[config.mk]
export PLATFORM = sky130hd
export DESIGN_NAME = cpuet_timing
export DESIGN_NICKNAME = d
export VERILOG_FILES = /design/src/include/cpuet_pkg.sv /design/src/design/cpuet_timing.sv /design/src/design/cpuet_cycle_states.sv
export SDC_FILE = /design/constraint.sdc
export NUM_CORES = 1
export LEC_CHECK = 0
export ABC_AREA = 0
export BUFFER_PORTS_ARGS = -buffer_cell sky130_fd_sc_hd__buf_2
export CORE_MARGIN = 8
export CORE_UTILIZATION = 50
export CTS_CLUSTER_DIAMETER = 120
export DETAILED_ROUTE_END_ITERATION = 7
export PLACE_DENSITY_LB_ADDON = 0.15
export SYNTH_ARGS = -nofsm -noshare
export SYNTH_HDL_FRONTEND = slang
export SYNTH_SLANG_ARGS = --single-unit
[constraint.sdc]
create_clock -name core_clk_i -period 8.2 [get_ports core_clk_i]
set_input_delay 1.64 -clock core_clk_i [delete_from_list [all_inputs] [get_ports core_clk_i]]
set_output_delay 1.64 -clock core_clk_i [all_outputs]
set_load 0.05 [all_outputs]
[src/include/cpuet_pkg.sv]
/*
 * Shared constants and types for the execution state timing block.
 * Assumes a single core clock; the instruction and access codes are
 * driven from logic in the same clock domain.
 */
package cpuet_pkg;

    // ------------------------------------------------------------------
    // Widths
    // ------------------------------------------------------------------
    localparam int CNT_W  = 2;   // Cycle count per class
    localparam int ST_W   = 6;   // States per cycle
    localparam int TOT_W  = 10;  // Total states
    localparam int WAIT_W = 4;   // Wait state count m

    // ------------------------------------------------------------------
    // Access conditions
    // ------------------------------------------------------------------
    typedef enum logic [2:0] {
        CPUET_ONCHIP_MEM,
        CPUET_MOD_8BIT,
        CPUET_MOD_16BIT,
        CPUET_EXT8_2STATE,
        CPUET_EXT8_3STATE,
        CPUET_EXT16_2STATE,
        CPUET_EXT16_3STATE
    } cpuet_cond_t;

    // ------------------------------------------------------------------
    // Instruction forms
    // ------------------------------------------------------------------
    typedef enum logic [4:0] {
        CPUET_ADD_B_IMM,
        CPUET_ADD_B_REG,
        CPUET_ADD_W_IMM,
        CPUET_ADD_W_REG,
        CPUET_ADD_L_IMM,
        CPUET_ADD_L_REG,
        CPUET_ADD_SMALL_CONSTANT,
        CPUET_ADD_WITH_EXTEND_IMM,
        CPUET_ADD_WITH_EXTEND_REG,
        CPUET_AND_B_IMM,
        CPUET_AND_B_REG,
        CPUET_AND_W_IMM,
        CPUET_AND_W_REG,
        CPUET_AND_L_IMM,
        CPUET_AND_L_REG,
        CPUET_AND_TO_CONDITION_CODE,
        CPUET_BIT_AND_REG,
        CPUET_BIT_AND_IND,
        CPUET_BIT_AND_ABS,
        CPUET_BRANCH_D8
    } cpuet_instr_t;

    // ------------------------------------------------------------------
    // States per cycle
    // ------------------------------------------------------------------
    localparam logic [ST_W-1:0] CPUET_S_ONCHIP       = 6'h02;
    localparam logic [ST_W-1:0] CPUET_S_MOD8_FETCH   = 6'h06;
    localparam logic [ST_W-1:0] CPUET_S_MOD16        = 6'h03;
    localparam logic [ST_W-1:0] CPUET_S_EXT8_2_FETCH = 6'h04;
    localparam logic [ST_W-1:0] CPUET_S_EXT8_3_FETCH = 6'h06;
    localparam logic [ST_W-1:0] CPUET_S_EXT16_2      = 6'h02;
    localparam logic [ST_W-1:0] CPUET_S_EXT16_3      = 6'h03;
    localparam logic [ST_W-1:0] CPUET_S_MOD8_BYTE    = 6'h03;
    localparam logic [ST_W-1:0] CPUET_S_EXT8_2_BYTE  = 6'h02;
    localparam logic [ST_W-1:0] CPUET_S_EXT8_3_BYTE  = 6'h03;
    localparam logic [ST_W-1:0] CPUET_S_MOD8_WORD    = 6'h06;
    localparam logic [ST_W-1:0] CPUET_S_EXT8_2_WORD  = 6'h04;
    localparam logic [ST_W-1:0] CPUET_S_EXT8_3_WORD  = 6'h06;
    localparam logic [ST_W-1:0] CPUET_S_INTERNAL     = 6'h01;

    // ------------------------------------------------------------------
    // Cycle counts
    // ------------------------------------------------------------------
    localparam logic [CNT_W-1:0] CPUET_CNT_NONE  = 2'h0;
    localparam logic [CNT_W-1:0] CPUET_CNT_ONE   = 2'h1;
    localparam logic [CNT_W-1:0] CPUET_CNT_TWO   = 2'h2;
    localparam logic [CNT_W-1:0] CPUET_CNT_THREE = 2'h3;

endpackage

[src/design/cpuet_timing.sv]
/*
 * Execution state timing: takes an instruction form and access
 * conditions, computes the total states, then counts them out.
 * Assumes all inputs are driven by logic on core_clk_i.
 */
// Function
// - Total states are the sum over six cycle classes of count times states per cycle.
// - Fetch states depend on memory, module bus width, external bus and wait states.
// - Branch address read and stack cycles take as many states as a fetch.
// - Byte data access takes 3 on an 8-bit module, 2 or 3 + m externally on 8 bits.
// - Word data access takes 6 on an 8-bit module, 4 or 6 + 2m externally on 8 bits.
// - Each internal operation cycle takes exactly one state.
// - m is the wait count, adding m per byte access and 2m per 8-bit word access.
// - Add takes 1 fetch for byte immediate or any register form, 2 for 16-bit immediate and 3 for 32-bit immediate.
// - Add small constant, add with extend and and to condition code take one fetch.
// - Bit-and takes 1 fetch on a register, else 2 fetches plus 1 byte data access.
// - Every 8-bit displacement branch takes 2 fetches whether taken or not.
module cpuet_timing #(
    parameter int STATE_DIV = 1
) (
    input  wire logic                             core_clk_i,
    input  wire logic                             arst_n_i,
    input  wire logic                             start_i,
    input  wire cpuet_pkg::cpuet_instr_t          instr_i,
    input  wire cpuet_pkg::cpuet_cond_t           fetch_cond_i,
    input  wire cpuet_pkg::cpuet_cond_t           branch_cond_i,
    input  wire cpuet_pkg::cpuet_cond_t           stack_cond_i,
    input  wire cpuet_pkg::cpuet_cond_t           data_cond_i,
    input  wire logic [cpuet_pkg::WAIT_W-1:0]     wait_m_i,
    output logic      [cpuet_pkg::TOT_W-1:0]      states_o,
    output logic      [cpuet_pkg::CNT_W-1:0]      fetch_cnt_o,
    output logic      [cpuet_pkg::CNT_W-1:0]      byte_cnt_o,
    output logic                                  busy_o,
    output logic                                  state_tick_o,
    output logic                                  done_o,
    output logic                                  err_o
);
    import cpuet_pkg::*;

    localparam int DIV_W = (STATE_DIV > 1) ? $clog2(STATE_DIV) : 1;
    localparam logic [DIV_W-1:0] DIV_LAST = DIV_W'(STATE_DIV - 1);
    localparam logic [DIV_W-1:0] DIV_ZERO = '0;
    localparam logic [TOT_W-1:0] TOT_ONE  = TOT_W'(1);

    // ------------------------------------------------------------------
    // Types
    // ------------------------------------------------------------------
    typedef enum logic [1:0] {
        CPUET_IDLE,
        CPUET_CALC,
        CPUET_RUN
    } cpuet_phase_t;

    typedef struct packed {
        logic [CNT_W-1:0] i;
        logic [CNT_W-1:0] j;
        logic [CNT_W-1:0] k;
        logic [CNT_W-1:0] l;
        logic [CNT_W-1:0] m;
        logic [CNT_W-1:0] n;
        logic             bad;
    } cpuet_cnt_t;

    typedef struct packed {
        cpuet_phase_t        phase;
        cpuet_instr_t        instr;
        cpuet_cond_t         fetch_cond;
        cpuet_cond_t         branch_cond;
        cpuet_cond_t         stack_cond;
        cpuet_cond_t         data_cond;
        logic [WAIT_W-1:0]   wait_m;
        logic [TOT_W-1:0]    total;
        logic [TOT_W-1:0]    remain;
        logic [DIV_W-1:0]    div;
        logic [CNT_W-1:0]    fetch_cnt;
        logic [CNT_W-1:0]    byte_cnt;
        logic                busy;
        logic                tick;
        logic                done;
        logic                err;
    } cpuet_st_t;

    cpuet_st_t st_r;
    cpuet_st_t st_nxt;

    // ------------------------------------------------------------------
    // Cycle counts per instruction
    // ------------------------------------------------------------------
    function automatic cpuet_cnt_t cycle_counts(input cpuet_instr_t ins);
        cpuet_cnt_t c;
        c     = '0;
        c.bad = 1'b0;
        unique case (ins)
            CPUET_ADD_B_IMM, CPUET_ADD_B_REG, CPUET_ADD_W_REG,
            CPUET_ADD_L_REG:
                c.i = CPUET_CNT_ONE;
            CPUET_ADD_W_IMM:
                c.i = CPUET_CNT_TWO;
            CPUET_ADD_L_IMM:
                c.i = CPUET_CNT_THREE;
            CPUET_ADD_SMALL_CONSTANT, CPUET_ADD_WITH_EXTEND_IMM,
            CPUET_ADD_WITH_EXTEND_REG, CPUET_AND_TO_CONDITION_CODE:
                c.i = CPUET_CNT_ONE;
            CPUET_AND_B_IMM, CPUET_AND_B_REG, CPUET_AND_W_REG:
                c.i = CPUET_CNT_ONE;
            CPUET_AND_W_IMM, CPUET_AND_L_REG:
                c.i = CPUET_CNT_TWO;
            CPUET_AND_L_IMM:
                c.i = CPUET_CNT_THREE;
            CPUET_BIT_AND_REG:
                c.i = CPUET_CNT_ONE;
            CPUET_BIT_AND_IND, CPUET_BIT_AND_ABS: begin
                c.i = CPUET_CNT_TWO;
                c.l = CPUET_CNT_ONE;
            end
            CPUET_BRANCH_D8:
                c.i = CPUET_CNT_TWO;
            default:
                c.bad = 1'b1;
        endcase
        return c;
    endfunction

    // ------------------------------------------------------------------
    // Weighted term
    // ------------------------------------------------------------------
    function automatic logic [TOT_W-1:0] weigh(
        input logic [CNT_W-1:0] cnt,
        input logic [ST_W-1:0]  states
    );
        logic [2*TOT_W-1:0] p;
        p = (2*TOT_W)'(cnt) * (2*TOT_W)'(states);
        return p[TOT_W-1:0];
    endfunction

    // ------------------------------------------------------------------
    // Condition fault on a used class
    // ------------------------------------------------------------------
    function automatic logic class_bad(
        input logic             bad,
        input logic [CNT_W-1:0] cnt
    );
        return bad && (cnt != CPUET_CNT_NONE);
    endfunction

    // ------------------------------------------------------------------
    // States per cycle lookups
    // ------------------------------------------------------------------
    logic [ST_W-1:0] s_fetch;
    logic [ST_W-1:0] s_branch;
    logic [ST_W-1:0] s_stack;
    logic [ST_W-1:0] s_byte;
    logic [ST_W-1:0] s_word;
    logic            bad_fetch;
    logic            bad_branch;
    logic            bad_stack;
    logic            bad_data;

    cpuet_cycle_states u_fetch (
        .cond_i         (st_r.fetch_cond),
        .wait_m_i       (st_r.wait_m),
        .fetch_states_o (s_fetch),
        .byte_states_o  (),
        .word_states_o  (),
        .bad_cond_o     (bad_fetch)
    );

    cpuet_cycle_states u_branch (
        .cond_i         (st_r.branch_cond),
        .wait_m_i       (st_r.wait_m),
        .fetch_states_o (s_branch),
        .byte_states_o  (),
        .word_states_o  (),
        .bad_cond_o     (bad_branch)
    );

    cpuet_cycle_states u_stack (
        .cond_i         (st_r.stack_cond),
        .wait_m_i       (st_r.wait_m),
        .fetch_states_o (s_stack),
        .byte_states_o  (),
        .word_states_o  (),
        .bad_cond_o     (bad_stack)
    );

    cpuet_cycle_states u_data (
        .cond_i         (st_r.data_cond),
        .wait_m_i       (st_r.wait_m),
        .fetch_states_o (),
        .byte_states_o  (s_byte),
        .word_states_o  (s_word),
        .bad_cond_o     (bad_data)
    );

    // ------------------------------------------------------------------
    // Total and validity
    // ------------------------------------------------------------------
    cpuet_cnt_t       cnt;
    logic [TOT_W-1:0] sum;
    logic             bad_any;

    always_comb begin
        cnt = cycle_counts(st_r.instr);
        sum = weigh(cnt.i, s_fetch)
            + weigh(cnt.j, s_branch)
            + weigh(cnt.k, s_stack)
            + weigh(cnt.l, s_byte)
            + weigh(cnt.m, s_word)
            + weigh(cnt.n, CPUET_S_INTERNAL);
        bad_any = cnt.bad
                | class_bad(bad_fetch, cnt.i)
                | class_bad(bad_branch, cnt.j)
                | class_bad(bad_stack, cnt.k)
                | class_bad(bad_data, cnt.l)
                | class_bad(bad_data, cnt.m);
    end

    // ------------------------------------------------------------------
    // Next state
    // ------------------------------------------------------------------
    always_comb begin
        st_nxt      = st_r;
        st_nxt.tick = 1'b0;
        st_nxt.done = 1'b0;
        unique case (st_r.phase)
            CPUET_IDLE: begin
                if (start_i) begin
                    st_nxt.phase       = CPUET_CALC;
                    st_nxt.instr       = instr_i;
                    st_nxt.fetch_cond  = fetch_cond_i;
                    st_nxt.branch_cond = branch_cond_i;
                    st_nxt.stack_cond  = stack_cond_i;
                    st_nxt.data_cond   = data_cond_i;
                    st_nxt.wait_m      = wait_m_i;
                    st_nxt.busy        = 1'b1;
                    st_nxt.err         = 1'b0;
                end
            end
            CPUET_CALC: begin
                st_nxt.fetch_cnt = cnt.i;
                st_nxt.byte_cnt  = cnt.l;
                if (bad_any) begin
                    st_nxt.phase = CPUET_IDLE;
                    st_nxt.total = '0;
                    st_nxt.busy  = 1'b0;
                    st_nxt.done  = 1'b1;
                    st_nxt.err   = 1'b1;
                end else begin
                    st_nxt.phase  = CPUET_RUN;
                    st_nxt.total  = sum;
                    st_nxt.remain = sum;
                    st_nxt.div    = DIV_ZERO;
                end
            end
            CPUET_RUN: begin
                if (st_r.div == DIV_LAST) begin
                    st_nxt.div    = DIV_ZERO;
                    st_nxt.tick   = 1'b1;
                    st_nxt.remain = st_r.remain - TOT_ONE;
                    if (st_r.remain == TOT_ONE) begin
                        st_nxt.phase = CPUET_IDLE;
                        st_nxt.busy  = 1'b0;
                        st_nxt.done  = 1'b1;
                    end
                end else begin
                    st_nxt.div = st_r.div + DIV_W'(1);
                end
            end
            default: begin
                st_nxt.phase  = CPUET_IDLE;
                st_nxt.busy   = 1'b0;
                st_nxt.remain = '0;
            end
        endcase
    end

    // ------------------------------------------------------------------
    // State register
    // ------------------------------------------------------------------
    always_ff @(posedge core_clk_i or negedge arst_n_i) begin
        if (!arst_n_i) begin
            st_r       <= '0;
            st_r.phase <= CPUET_IDLE;
        end else begin
            st_r <= st_nxt;
        end
    end

    // ------------------------------------------------------------------
    // Outputs
    // ------------------------------------------------------------------
    assign states_o     = st_r.total;
    assign fetch_cnt_o  = st_r.fetch_cnt;
    assign byte_cnt_o   = st_r.byte_cnt;
    assign busy_o       = st_r.busy;
    assign state_tick_o = st_r.tick;
    assign done_o       = st_r.done;
    assign err_o        = st_r.err;

endmodule // cpuet_timing

[src/design/cpuet_cycle_states.sv]
/*
 * States per cycle lookup for one access condition and wait count.
 * Purely combinational; inputs come from registered logic of the caller.
 */
module cpuet_cycle_states (
    input  wire cpuet_pkg::cpuet_cond_t           cond_i,
    input  wire logic [cpuet_pkg::WAIT_W-1:0]     wait_m_i,
    output logic      [cpuet_pkg::ST_W-1:0]       fetch_states_o,
    output logic      [cpuet_pkg::ST_W-1:0]       byte_states_o,
    output logic      [cpuet_pkg::ST_W-1:0]       word_states_o,
    output logic                                  bad_cond_o
);
    import cpuet_pkg::*;

    logic [ST_W-1:0] m_one;
    logic [ST_W-1:0] m_two;

    // ------------------------------------------------------------------
    // Wait state terms
    // ------------------------------------------------------------------
    assign m_one = ST_W'(wait_m_i);
    assign m_two = ST_W'({wait_m_i, 1'b0});

    // ------------------------------------------------------------------
    // Lookup
    // ------------------------------------------------------------------
    always_comb begin
        fetch_states_o = CPUET_S_ONCHIP;
        byte_states_o  = CPUET_S_ONCHIP;
        word_states_o  = CPUET_S_ONCHIP;
        bad_cond_o     = 1'b0;
        unique case (cond_i)
            CPUET_ONCHIP_MEM: begin
                fetch_states_o = CPUET_S_ONCHIP;
            end
            CPUET_MOD_8BIT: begin
                fetch_states_o = CPUET_S_MOD8_FETCH;
                byte_states_o  = CPUET_S_MOD8_BYTE;
                word_states_o  = CPUET_S_MOD8_WORD;
            end
            CPUET_MOD_16BIT: begin
                fetch_states_o = CPUET_S_MOD16;
                byte_states_o  = CPUET_S_MOD16;
                word_states_o  = CPUET_S_MOD16;
            end
            CPUET_EXT8_2STATE: begin
                fetch_states_o = CPUET_S_EXT8_2_FETCH;
                byte_states_o  = CPUET_S_EXT8_2_BYTE;
                word_states_o  = CPUET_S_EXT8_2_WORD;
            end
            CPUET_EXT8_3STATE: begin
                fetch_states_o = CPUET_S_EXT8_3_FETCH + m_two;
                byte_states_o  = CPUET_S_EXT8_3_BYTE + m_one;
                word_states_o  = CPUET_S_EXT8_3_WORD + m_two;
            end
            CPUET_EXT16_2STATE: begin
                fetch_states_o = CPUET_S_EXT16_2;
                byte_states_o  = CPUET_S_EXT16_2;
                word_states_o  = CPUET_S_EXT16_2;
            end
            CPUET_EXT16_3STATE: begin
                fetch_states_o = CPUET_S_EXT16_3 + m_one;
                byte_states_o  = CPUET_S_EXT16_3 + m_one;
                word_states_o  = CPUET_S_EXT16_3 + m_one;
            end
            default: begin
                bad_cond_o = 1'b1;
            end
        endcase
    end

endmodule // cpuet_cycle_states

==> results of run 1 <==
[cell usage after synthesis (3+ instances only)]
| cell | count |
|---|---|
| o2bb2ai_1 | 8 |
| nand2b_1 | 8 |
| fa_1 | 5 |
| a21oi_1 | 13 |
| mux2_2 | 15 |
| nand3_1 | 9 |
| mux2i_1 | 5 |
| nand3b_1 | 3 |
| a31oi_1 | 3 |
| o22ai_1 | 4 |
| dfrtp_1 | 42 |
| nand2_1 | 18 |
| inv_1 | 18 |
| nor4_1 | 3 |
| nor3_1 | 4 |
| clkbuf_1 | 6 |
| xnor2_1 | 6 |
| buf_4 | 16 |
| o21ai_0 | 5 |
| ha_1 | 14 |
| nor2_1 | 27 |
| o31ai_1 | 5 |
[per-stage QoR]
| step | hold WS (ns) | util | std cells |
|---|---|---|---|
| after floorplan | 0.454 | - | 292 |
| after global placement | 0.463 | 0.530 | 370 |
| after detailed placement | 0.472 | 0.530 | 370 |
| after CTS | 0.493 | 0.547 | 378 |
| after global routing | 0.512 | 0.547 | 378 |
| final | 0.486 | 0.547 | 378 |
[power breakdown]
part           internal (mW)  total (mW)  switching [mW]
registers              0.207       0.207               0
clock network         0.0680       0.138          0.0702
logic                0.00293      0.0109         0.00793
total                  0.278       0.356          0.0781
[critical path, cell delays in order (launching register included)]
cell	delay (ns)
dfrtp_1	0.48
nand2b_1	0.20
o311ai_1	0.69
nor2_1	0.16
fa_1	0.48
ha_1	0.24
fa_1	0.42
a211oi_1	0.33
nor3b_1	0.12
nor3_1	0.14
o21ai_0	0.14
a21bo_1	0.21
[metal layers]
metal,vias up,global-route usage,share of wire
met2,55,0.237,0.46
met1,1037,0.187,0.47
met3,8,0.0453,0.057
met5,-,0,0
met4,0,0.0518,0.017
li1,1053,-,-
[logic make-up after synthesis]
| group | count (synthesis) | share of synthesized area |
|---|---|---|
| flops | 42 | 0.373 |
| compound gates | 68 | 0.174 |
| mux | 20 | 0.0777 |
| buf+inv | 44 | 0.0861 |
| other cells | 1 | 0.00133 |
| simple gates | 88 | 0.163 |
| fa+ha+maj | 19 | 0.0977 |
| xor+xnor | 8 | 0.0275 |
[final cells by class]
cell class | instances | area, sq um | area share
Inverter | 18 | 67.6 | 0.0226
Timing Repair Buffer | 32 | 160 | 0.0535
Tap cell | 72 | 90.1 | 0.0301
Sequential cell | 42 | 1050 | 0.351
Clock inverter | 1 | 5.00 | 0.00167
Clock buffer | 7 | 86.3 | 0.0289
Multi-Input combinational cell | 206 | 1530 | 0.512
[path summary, 6_finish.rpt]
check	cells past startpoint	slack, ns	start	to
max	11	4.49	st_r[45]$_DFFE_PN0P_	st_r[16]$_DFFE_PN0P_
max in group asynchronous	1	6.12	arst_n_i	state_tick_o$_DFF_PN0_
min in group asynchronous	1	1.48	arst_n_i	states_o[6]$_DFFE_PN0P_
max reg2reg	11	4.49	st_r[45]$_DFFE_PN0P_	st_r[16]$_DFFE_PN0P_
min	2	0.49	fetch_cnt_o[0]$_DFFE_PN0P_	fetch_cnt_o[0]$_DFFE_PN0P_
min reg2reg	2	0.49	fetch_cnt_o[0]$_DFFE_PN0P_	fetch_cnt_o[0]$_DFFE_PN0P_
[sequential cells by signal (all words and copies together), names as in the netlist]
register      count
byte_cnt_o        1
done_o            1
busy_o            1
state_tick_o      1
err_o             1
st_r             27
fetch_cnt_o       2
states_o          8
==> flow_metrics.env, run 1 <==
export IMPL_outcome="finished, final reports clean"
export IMPL_placed_cell_area_sq_um=2900
export IMPL_setup_slack_ns=4.49
export IMPL_post_cts_buffers=0
export IMPL_worstMarginPinSlew_ns=0.936
export IMPL_synthFlopType="dfrtp_1"
export IMPL_rsz0062_at_grt="false"
export IMPL_synth_top_area_share=0.373
export IMPL_cts_htree_levels=2
export IMPL_ir_worst_vdd_v=0.0000902
export IMPL_dr_pass1_iters=4
export IMPL_maxCapViolCount=0
export IMPL_drc=0
export IMPL_end_kind="flip-flop"
export IMPL_syn_avg_cell_area_sq_um=9.72
export IMPL_vias=2153
export IMPL_relSlewSlack=0.376
export IMPL_p_leak_nw=1.38
export IMPL_yosys_top_cells_area="dfrtp_1, ha_1, mux2_2, buf_4, nor2_1"
export IMPL_cts_hold_buf=0
export IMPL_synth_seq_area_share=0.373
export IMPL_slew_viol_final=0
export IMPL_die_h_um=91.1
export IMPL_area_growth_pct=6.17
export IMPL_fin_nets=348
export IMPL_yosys_register_bits=42
export IMPL_final_layout_size_suffix_gt1_frac=0.203
export IMPL_synth_edff_count=0
export IMPL_hold_path_class="flip-flop to flip-flop"
export IMPL_start_kind="flip-flop"
export IMPL_clockRootBuffer="clkbuf_8"
export IMPL_fin_area_sq_um=2990
export IMPL_hold_viol=0
export IMPL_boundaryPins=42
export IMPL_post_route_min_period_ns=3.71
export IMPL_critPathMaxFanout=7
export IMPL_synth_async_sr_flop_share=1.00
export IMPL_clockBufferDepth=2
export IMPL_fin_setup_tns_ns=0
export IMPL_finalPower_mw=0.356
export IMPL_min_period_over_period=0.452
export IMPL_die_area_sq_um=8290
export IMPL_worstPathArrival_ns=3.90
export IMPL_grt_usage=0.149
export IMPL_cellPowerDensity_nw_per_um2=119
export IMPL_post_dp_hpwl_um=4540
export IMPL_ys_warn_count=0
export IMPL_clk_latency_ns=0.29
export IMPL_core_sq_um=5470
export IMPL_n_fill_cell=521
export IMPL_portBuffers=32
export IMPL_max_freq_mhz=270
export IMPL_yosysTopAreaCell="dfrtp_1"
export IMPL_grt_antenna_before_repair=0
export IMPL_wire_per_inst_um=15.8
export IMPL_grt_max_degree=43
export IMPL_cts_buffers=5
export IMPL_grt_overflow_total=0
export IMPL_mostFrequentLayoutCells="dfrtp_1, buf_2, nor2_1, nand2_1, inv_1"
export IMPL_finClkSkew_ns=0.0118
export IMPL_synth_cell_types=64
export IMPL_syn_inst=290
export IMPL_post_place_ws_ns=4.50
export IMPL_grt_pass1_vias=2135
export IMPL_syn_area_sq_um=2820
export IMPL_rows=27
export IMPL_clk_pin_slew_worst_paths_ns=0.08
export IMPL_place_congestion=0.882
export IMPL_antenna_left=0
export IMPL_cts_tree="built"
export IMPL_first_iter_violations=148
export IMPL_diodes=0
export IMPL_cp_required_ns=8.39
export IMPL_wirelength_um=5970
export IMPL_via_per_inst=5.70
export IMPL_criticalPathCategory="flip-flop to flip-flop"
export IMPL_clkSinkCount=42
export IMPL_die_w_um=91.1
export IMPL_final_common_cell="dfrtp_1"
export IMPL_post_cts_resized=0
export IMPL_start_util=0.515
export IMPL_grt_pass1_wl_um=10300
export IMPL_setup_viol=0
(Power assumes the default switching activity.)
==> run 2: changes to the inputs <==
Settings changed: ABC_AREA 0 to 1.
Clock period 8.2 ns to 3.8 ns, I/O delays scaled along.
==> flow_metrics.env, run 2 <==
export IMPL_fin_setup_tns_ns=0
export IMPL_hold_path_class="flip-flop to flip-flop"
export IMPL_wirelength_um=6370
export IMPL_wire_per_inst_um=12.7
export IMPL_rsz0062_at_grt="false"
export IMPL_ir_worst_vdd_v=0.000145
export IMPL_setup_viol=0
export IMPL_clk_pin_slew_worst_paths_ns=0.08
export IMPL_yosys_top_cells_area="dfrtp_1, nand2_1, inv_1, ha_1, o21ai_0"
export IMPL_regToRegSetupSlack_ns=0.64
export IMPL_fin_nets=470
export IMPL_place_congestion=0.857
export IMPL_slowest_stage="fa_1"
export IMPL_core_sq_um=5820
export IMPL_synthFlopType="dfrtp_1"
export IMPL_multiInputGateArea_sq_um=1550
export IMPL_hp_start="states_o[5]$_DFFE_PN0P_"
export IMPL_clk_latency_ns=0.30
export IMPL_slew_viol_final=0
export IMPL_rows=28
export IMPL_die_w_um=93.0
export IMPL_via_per_inst=5.02
export IMPL_grt_antenna_before_repair=0
export IMPL_top_register="st_r"
export IMPL_p_sw_frac=0.231
export IMPL_yosys_top_cells_count="nand2_1, inv_1, dfrtp_1"
export IMPL_die_area_sq_um=8650
export IMPL_post_dp_hpwl_um=4890
export IMPL_whs_path_depth=2
export IMPL_cp_required_ns=3.99
export IMPL_yosysTopAreaCell="dfrtp_1"
export IMPL_synth_cell_types=36
export IMPL_post_cts_resized=0
export IMPL_mostFrequentLayoutCells="nand2_1, inv_1, dfrtp_1, o21ai_0, buf_2"
export IMPL_grt_pass1_vias=2610
export IMPL_n_fill_cell=600
export IMPL_synth_edff_count=0
export IMPL_maxCapViolCount=0
export IMPL_power_frac_clock=0.376
export IMPL_min_period_over_period=0.831
export IMPL_criticalPathCategory="flip-flop to flip-flop"
export IMPL_combPwrFrac=0.031
export IMPL_synth_most_common_cell="nand2_1"
export IMPL_synth_seq_area_share=0.354
export IMPL_rr_worst_depth=15
export IMPL_yosys_register_bits=42
export IMPL_grt_overflow_total=0
export IMPL_start_kind="flip-flop"
export IMPL_cts_hold_buf=0
export IMPL_syn_avg_cell_area_sq_um=7.29
export IMPL_reg2reg_to="st_r[16]$_DFFE_PN0P_"
export IMPL_grt_pass1_wl_um=11200
export IMPL_p_seq_frac=0.593
export IMPL_antenna_left=0
export IMPL_synth_top_area_share=0.354
export IMPL_clkSinkCount=42
export IMPL_cts_htree_levels=2
export IMPL_final_common_cell="nand2_1"
export IMPL_outcome="finished, final reports clean"
export IMPL_hold_slack_ns=0.487
export IMPL_cellPowerDensity_nw_per_um2=239
export IMPL_syn_inst=407
export IMPL_holdPathEnd="states_o[5]$_DFFE_PN0P_"
export IMPL_relSlewSlack=0.365
export IMPL_synth_async_sr_flop_share=1.00
export IMPL_critPathMaxFanout=5
export IMPL_max_freq_mhz=317
export IMPL_crit_chain="nor2_2 > inv_1 > a22oi_1 > nand4_2 > inv_2 > nor2_1 > fa_1 > ha_1 > fa_1 > nand4_1 > nand3_1 > nand2_1 > nand2_1 > nand3_1 > nand2_1"
export IMPL_clockRootBuffer="clkbuf_8"
export IMPL_post_route_min_period_ns=3.16
export IMPL_worstMarginPinSlew_ns=0.952
export IMPL_post_cts_buffers=0
export IMPL_hold_viol=0
export IMPL_worstPathArrival_ns=3.35
export IMPL_clockBufferDepth=2
export IMPL_r2r_start="st_r[45]$_DFFE_PN0P_"
export IMPL_dr_pass1_iters=4
export IMPL_end_kind="flip-flop"
export IMPL_area_growth_pct=6.28
export IMPL_grt_usage=0.157
export IMPL_die_h_um=93.0
export IMPL_cts_buffers=5
export IMPL_largest_register_ffs=27
export IMPL_diodes=0
export IMPL_vias=2520
export IMPL_grt_max_degree=43
export IMPL_portBuffers=32
export IMPL_boundaryPins=42
export IMPL_internal_power_mw=0.579
export IMPL_p_leak_nw=1.73
export IMPL_cpMostUsedCell="nand2_1"
export IMPL_ys_warn_count=0
export IMPL_p_sw_mw=0.174
export IMPL_drc=0
export IMPL_seq_area_sq_um=1050
export IMPL_start_util=0.510
export IMPL_first_iter_violations=149
export IMPL_critical_path_max_stage_delay_ns=0.47
export IMPL_final_layout_size_suffix_gt1_frac=0.155
export IMPL_cts_tree="built"
export IMPL_finClkSkew_ns=0.00651
export IMPL_syn_area_sq_um=2970
run 2: worst max path at each step:
stage | startpoint | end | slack (ns) | cells past startpoint
5_1_grt | st_r[49]$_DFFE_PN0P_ | states_o[6]$_DFFE_PN0P_ | 0.34 | 15
2_1_floorplan | st_r[45]$_DFFE_PN0P_ | st_r[14]$_DFFE_PN0P_ | 1.01 | 15
4_1_cts | st_r[45]$_DFFE_PN0P_ | st_r[16]$_DFFE_PN0P_ | 0.64 | 15
3_3_place_gp | st_r[45]$_DFFE_PN0P_ | st_r[12]$_DFFE_PN0P_ | 0.72 | 13
3_5_place_dp | st_r[45]$_DFFE_PN0P_ | st_r[16]$_DFFE_PN0P_ | 0.66 | 15
6_report | st_r[45]$_DFFE_PN0P_ | st_r[16]$_DFFE_PN0P_ | 0.64 | 15
run 2: final cells by class:
cell class / count / area share
well taps: 75 / 0.0298
flip-flops and latches: 42 / 0.333
multi-input cells: 287 / 0.490
clock buffers: 6 / 0.0230
repair buffers: 32 / 0.0508
inverters: 59 / 0.0702
clock inverters: 1 / 0.00238
run 2: cell families (layout without fill, tap and decap cells):
kind of cell | count (synthesis) | count (layout) | share of synthesized area
xor+xnor | 5 | 5 | 0.0148
compound gates | 61 | 61 | 0.114
flops | 42 | 42 | 0.354
other cells | 1 | 3 | 0.00126
buf+inv | 80 | 98 | 0.127
fa+ha+maj | 19 | 19 | 0.0928
simple gates | 199 | 199 | 0.296
run 2: critical path: cells and delay by family (launching register included):
family / cells / cell delay [ns]
buffers and inverters: 2 / 0.23
AOI/OAI and AO/OA: 1 / 0.20
and+or+nand+nor: 9 / 1.03
adders and majority gates: 3 / 1.15
DFF: 1 / 0.42
run 2: metrics by stage:
| step | setup WS [ns] | instance area [sq um] | total power [mW] | utilization | cells |
|---|---|---|---|---|---|
| global placement | 0.722 | 3070 | 0.480 | 0.528 | 495 |
| floorplan | 1.01 | 2970 | 0.464 | - | 409 |
| global route | 0.338 | 3150 | 0.782 | 0.542 | 502 |
| detailed placement | 0.663 | 3070 | 0.480 | 0.528 | 495 |
| finish | 0.644 | 3150 | 0.753 | 0.542 | 502 |
| CTS | 0.644 | 3150 | 0.766 | 0.542 | 502 |
run 2: power by group through the flow:
stage	registers, mW	clock network [mW]	logic, mW
2_1_floorplan	0.456	0	0.00884
3_5_place_dp	0.455	0	0.0245
4_1_cts	0.446	0.295	0.0244
6_report	0.446	0.283	0.0234
5_1_grt	0.447	0.309	0.0267
3_3_place_gp	0.455	0	0.0241
run 2: per-layer routing:
metal | part of all wire | vias up | global-route usage
met1 | 0.50 | 1166 | 0.199
li1 | - | 1306 | -
met5 | 0 | - | 0
met2 | 0.45 | 42 | 0.257
met4 | 0.011 | 0 | 0.0537
met3 | 0.040 | 6 | 0.0377
==> run 3: changes to the inputs <==
Clock period 3.8 ns to 2.9 ns, I/O delays scaled along.
==> flow_metrics.env, run 3 (synthesized netlist as in run 2, its figures left out) <==
export IMPL_n_fill_cell=553
export IMPL_end_kind="flip-flop"
export IMPL_post_place_ws_ns=-0.0530
export IMPL_post_dp_hpwl_um=4910
export IMPL_cts_tree="built"
export IMPL_fin_nets=491
export IMPL_mostFrequentLayoutCells="nand2_1, inv_1, dfrtp_1, buf_2, o21ai_0"
export IMPL_rsz0062_at_grt="true"
export IMPL_worstPathArrival_ns=3.13
export IMPL_placed_cell_area_sq_um=3220
export IMPL_hold_path_class="primary input to async pin"
export IMPL_critPathMaxFanout=5
export IMPL_post_route_min_period_ns=2.91
export IMPL_start_util=0.510
export IMPL_clkSinkCount=42
export IMPL_clk_pin_slew_worst_paths_ns=0.09
export IMPL_rows=28
export IMPL_ir_worst_vdd_v=0.000204
export IMPL_start_kind="flip-flop"
export IMPL_dr_pass1_iters=5
export IMPL_wire_per_inst_um=12.7
export IMPL_dp_cells=514
export IMPL_finClkSkew_ns=0.00737
export IMPL_r2r_start="st_r[48]$_DFFE_PN0P_"
export IMPL_cellPowerDensity_nw_per_um2=337
export IMPL_die_w_um=93.0
export IMPL_core_sq_um=5820
export IMPL_setup_slack_ns=-0.00808
export IMPL_final_layout_size_suffix_gt1_frac=0.283
export IMPL_max_freq_mhz=344
export IMPL_grt_overflow_total=0
export IMPL_violations="negative setup slack"
export IMPL_cp_required_ns=3.12
export IMPL_worstMarginPinSlew_ns=0.964
export IMPL_relSlewSlack=0.357
export IMPL_cts_hold_buf=0
export IMPL_die_h_um=93.0
export IMPL_maxCapViolCount=0
export IMPL_grt_pass1_vias=2549
export IMPL_final_core_util=0.606
export IMPL_cts_buffers=5
export IMPL_largest_register_ffs=27
export IMPL_criticalPathCategory="flip-flop to flip-flop"
export IMPL_antenna_left=0
export IMPL_outcome="finished with violations"
export IMPL_vias=2662
export IMPL_fin_area_sq_um=3520
export IMPL_grt_antenna_before_repair=0
export IMPL_clk_latency_ns=0.30
export IMPL_first_iter_violations=138
export IMPL_hold_slack_ns=0.425
export IMPL_cts_htree_levels=2
export IMPL_wirelength_um=6660
export IMPL_setup_viol=1
export IMPL_final_common_cell="nand2_1"
export IMPL_drc=0
export IMPL_clockRootBuffer="clkbuf_8"
export IMPL_cp_startpoint="st_r[48]$_DFFE_PN0P_"
export IMPL_area_growth_pct=18.7
export IMPL_boundaryPins=42
export IMPL_seq_area_sq_um=1060
export IMPL_p_leak_nw=1.86
export IMPL_min_period_over_period=1.00
export IMPL_hold_viol=0
export IMPL_portBuffers=32
export IMPL_slew_viol_final=0
export IMPL_clockBufferDepth=2
export IMPL_diodes=0
export IMPL_fin_setup_tns_ns=-0.00808
export IMPL_grt_usage=0.158
export IMPL_grt_pass1_wl_um=11300
export IMPL_stdcell_count=524
export IMPL_via_per_inst=5.08
export IMPL_place_congestion=0.849
export IMPL_die_area_sq_um=8650
export IMPL_top_register="st_r"
export IMPL_grt_max_degree=43
export IMPL_multiInputGateArea_sq_um=1690
export IMPL_finalPower_mw=1.19
==> run 3: cell count changes in the layout (fill, tap and decap cells not counted), moves of 6 or more <==
cell | before | now
buf_4 | 0 | 20
nand2_1 | 120 | 113
nand2_2 | 10 | 17
o21ai_0 | 35 | 29
==> run 3: power by group <==
group          internal [mW]  total, mW  switching, mW
clock network          0.345      0.570          0.225
registers              0.585      0.585              0
logic                0.00787     0.0306         0.0228
==> run 3: final cells by class <==
| type | instances | share of cell area |
|---|---|---|
| multi-input cells | 287 | 0.480 |
| flip-flops and latches | 42 | 0.300 |
| repair buffers | 53 | 0.0913 |
| inverters | 59 | 0.0629 |
| well taps | 75 | 0.0266 |
| clock buffers | 5 | 0.0195 |
| clock inverters | 3 | 0.0195 |
==> run 3: path summary, 6_finish.rpt <==
path	depth (start not counted)	slack, ns	to
max in group asynchronous	1	1.83	st_r[49]$_DFFE_PN0P_
worst max register to register	14	-0.008	st_r[11]$_DFFE_PN0P_
min in group core_clk_i	3	0.47	st_r[34]$_DFFE_PN0P_
worst max-delay path	14	-0.008	st_r[11]$_DFFE_PN0P_
worst min-delay path	1	0.43	st_r[47]$_DFFE_PN0P_
worst min register to register	2	0.48	states_o[5]$_DFFE_PN0P_
==> run 3: critical path, stage by stage, from the launching register on <==
cell,delay [ns]
dfrtp_2,0.47
nand2_2,0.12
nor2_4,0.05
buf_4,0.13
a22oi_2,0.18
nand4_2,0.15
inv_2,0.10
nor2_2,0.04
fa_1,0.47
ha_2,0.20
fa_2,0.57
nand2_2,0.08
a21oi_2,0.13
nand2_1,0.06
o21ai_1,0.09
==> run 3: metal layers <==
| layer | vias up | global-route usage | wire length (um) |
|---|---|---|---|
| li1 | 1357 | - | - |
| met1 | 1238 | 0.206 | 3260 |
| met2 | 62 | 0.254 | 3040 |
| met3 | 5 | 0.0361 | 317 |
| met4 | 0 | 0.0443 | 50 |
| met5 | - | 0 | 0 |
==> run 3: what timing repair did <==
| item | 4_1_cts | 5_1_grt |
|---|---|---|
| pin swaps | 1 | 20 |
| cloned | 0 | 0 |
| resized for setup | 5 | 43 |
| buffers inserted | 0 | 2 |
| setup endpoints to repair | 7 | 12 |
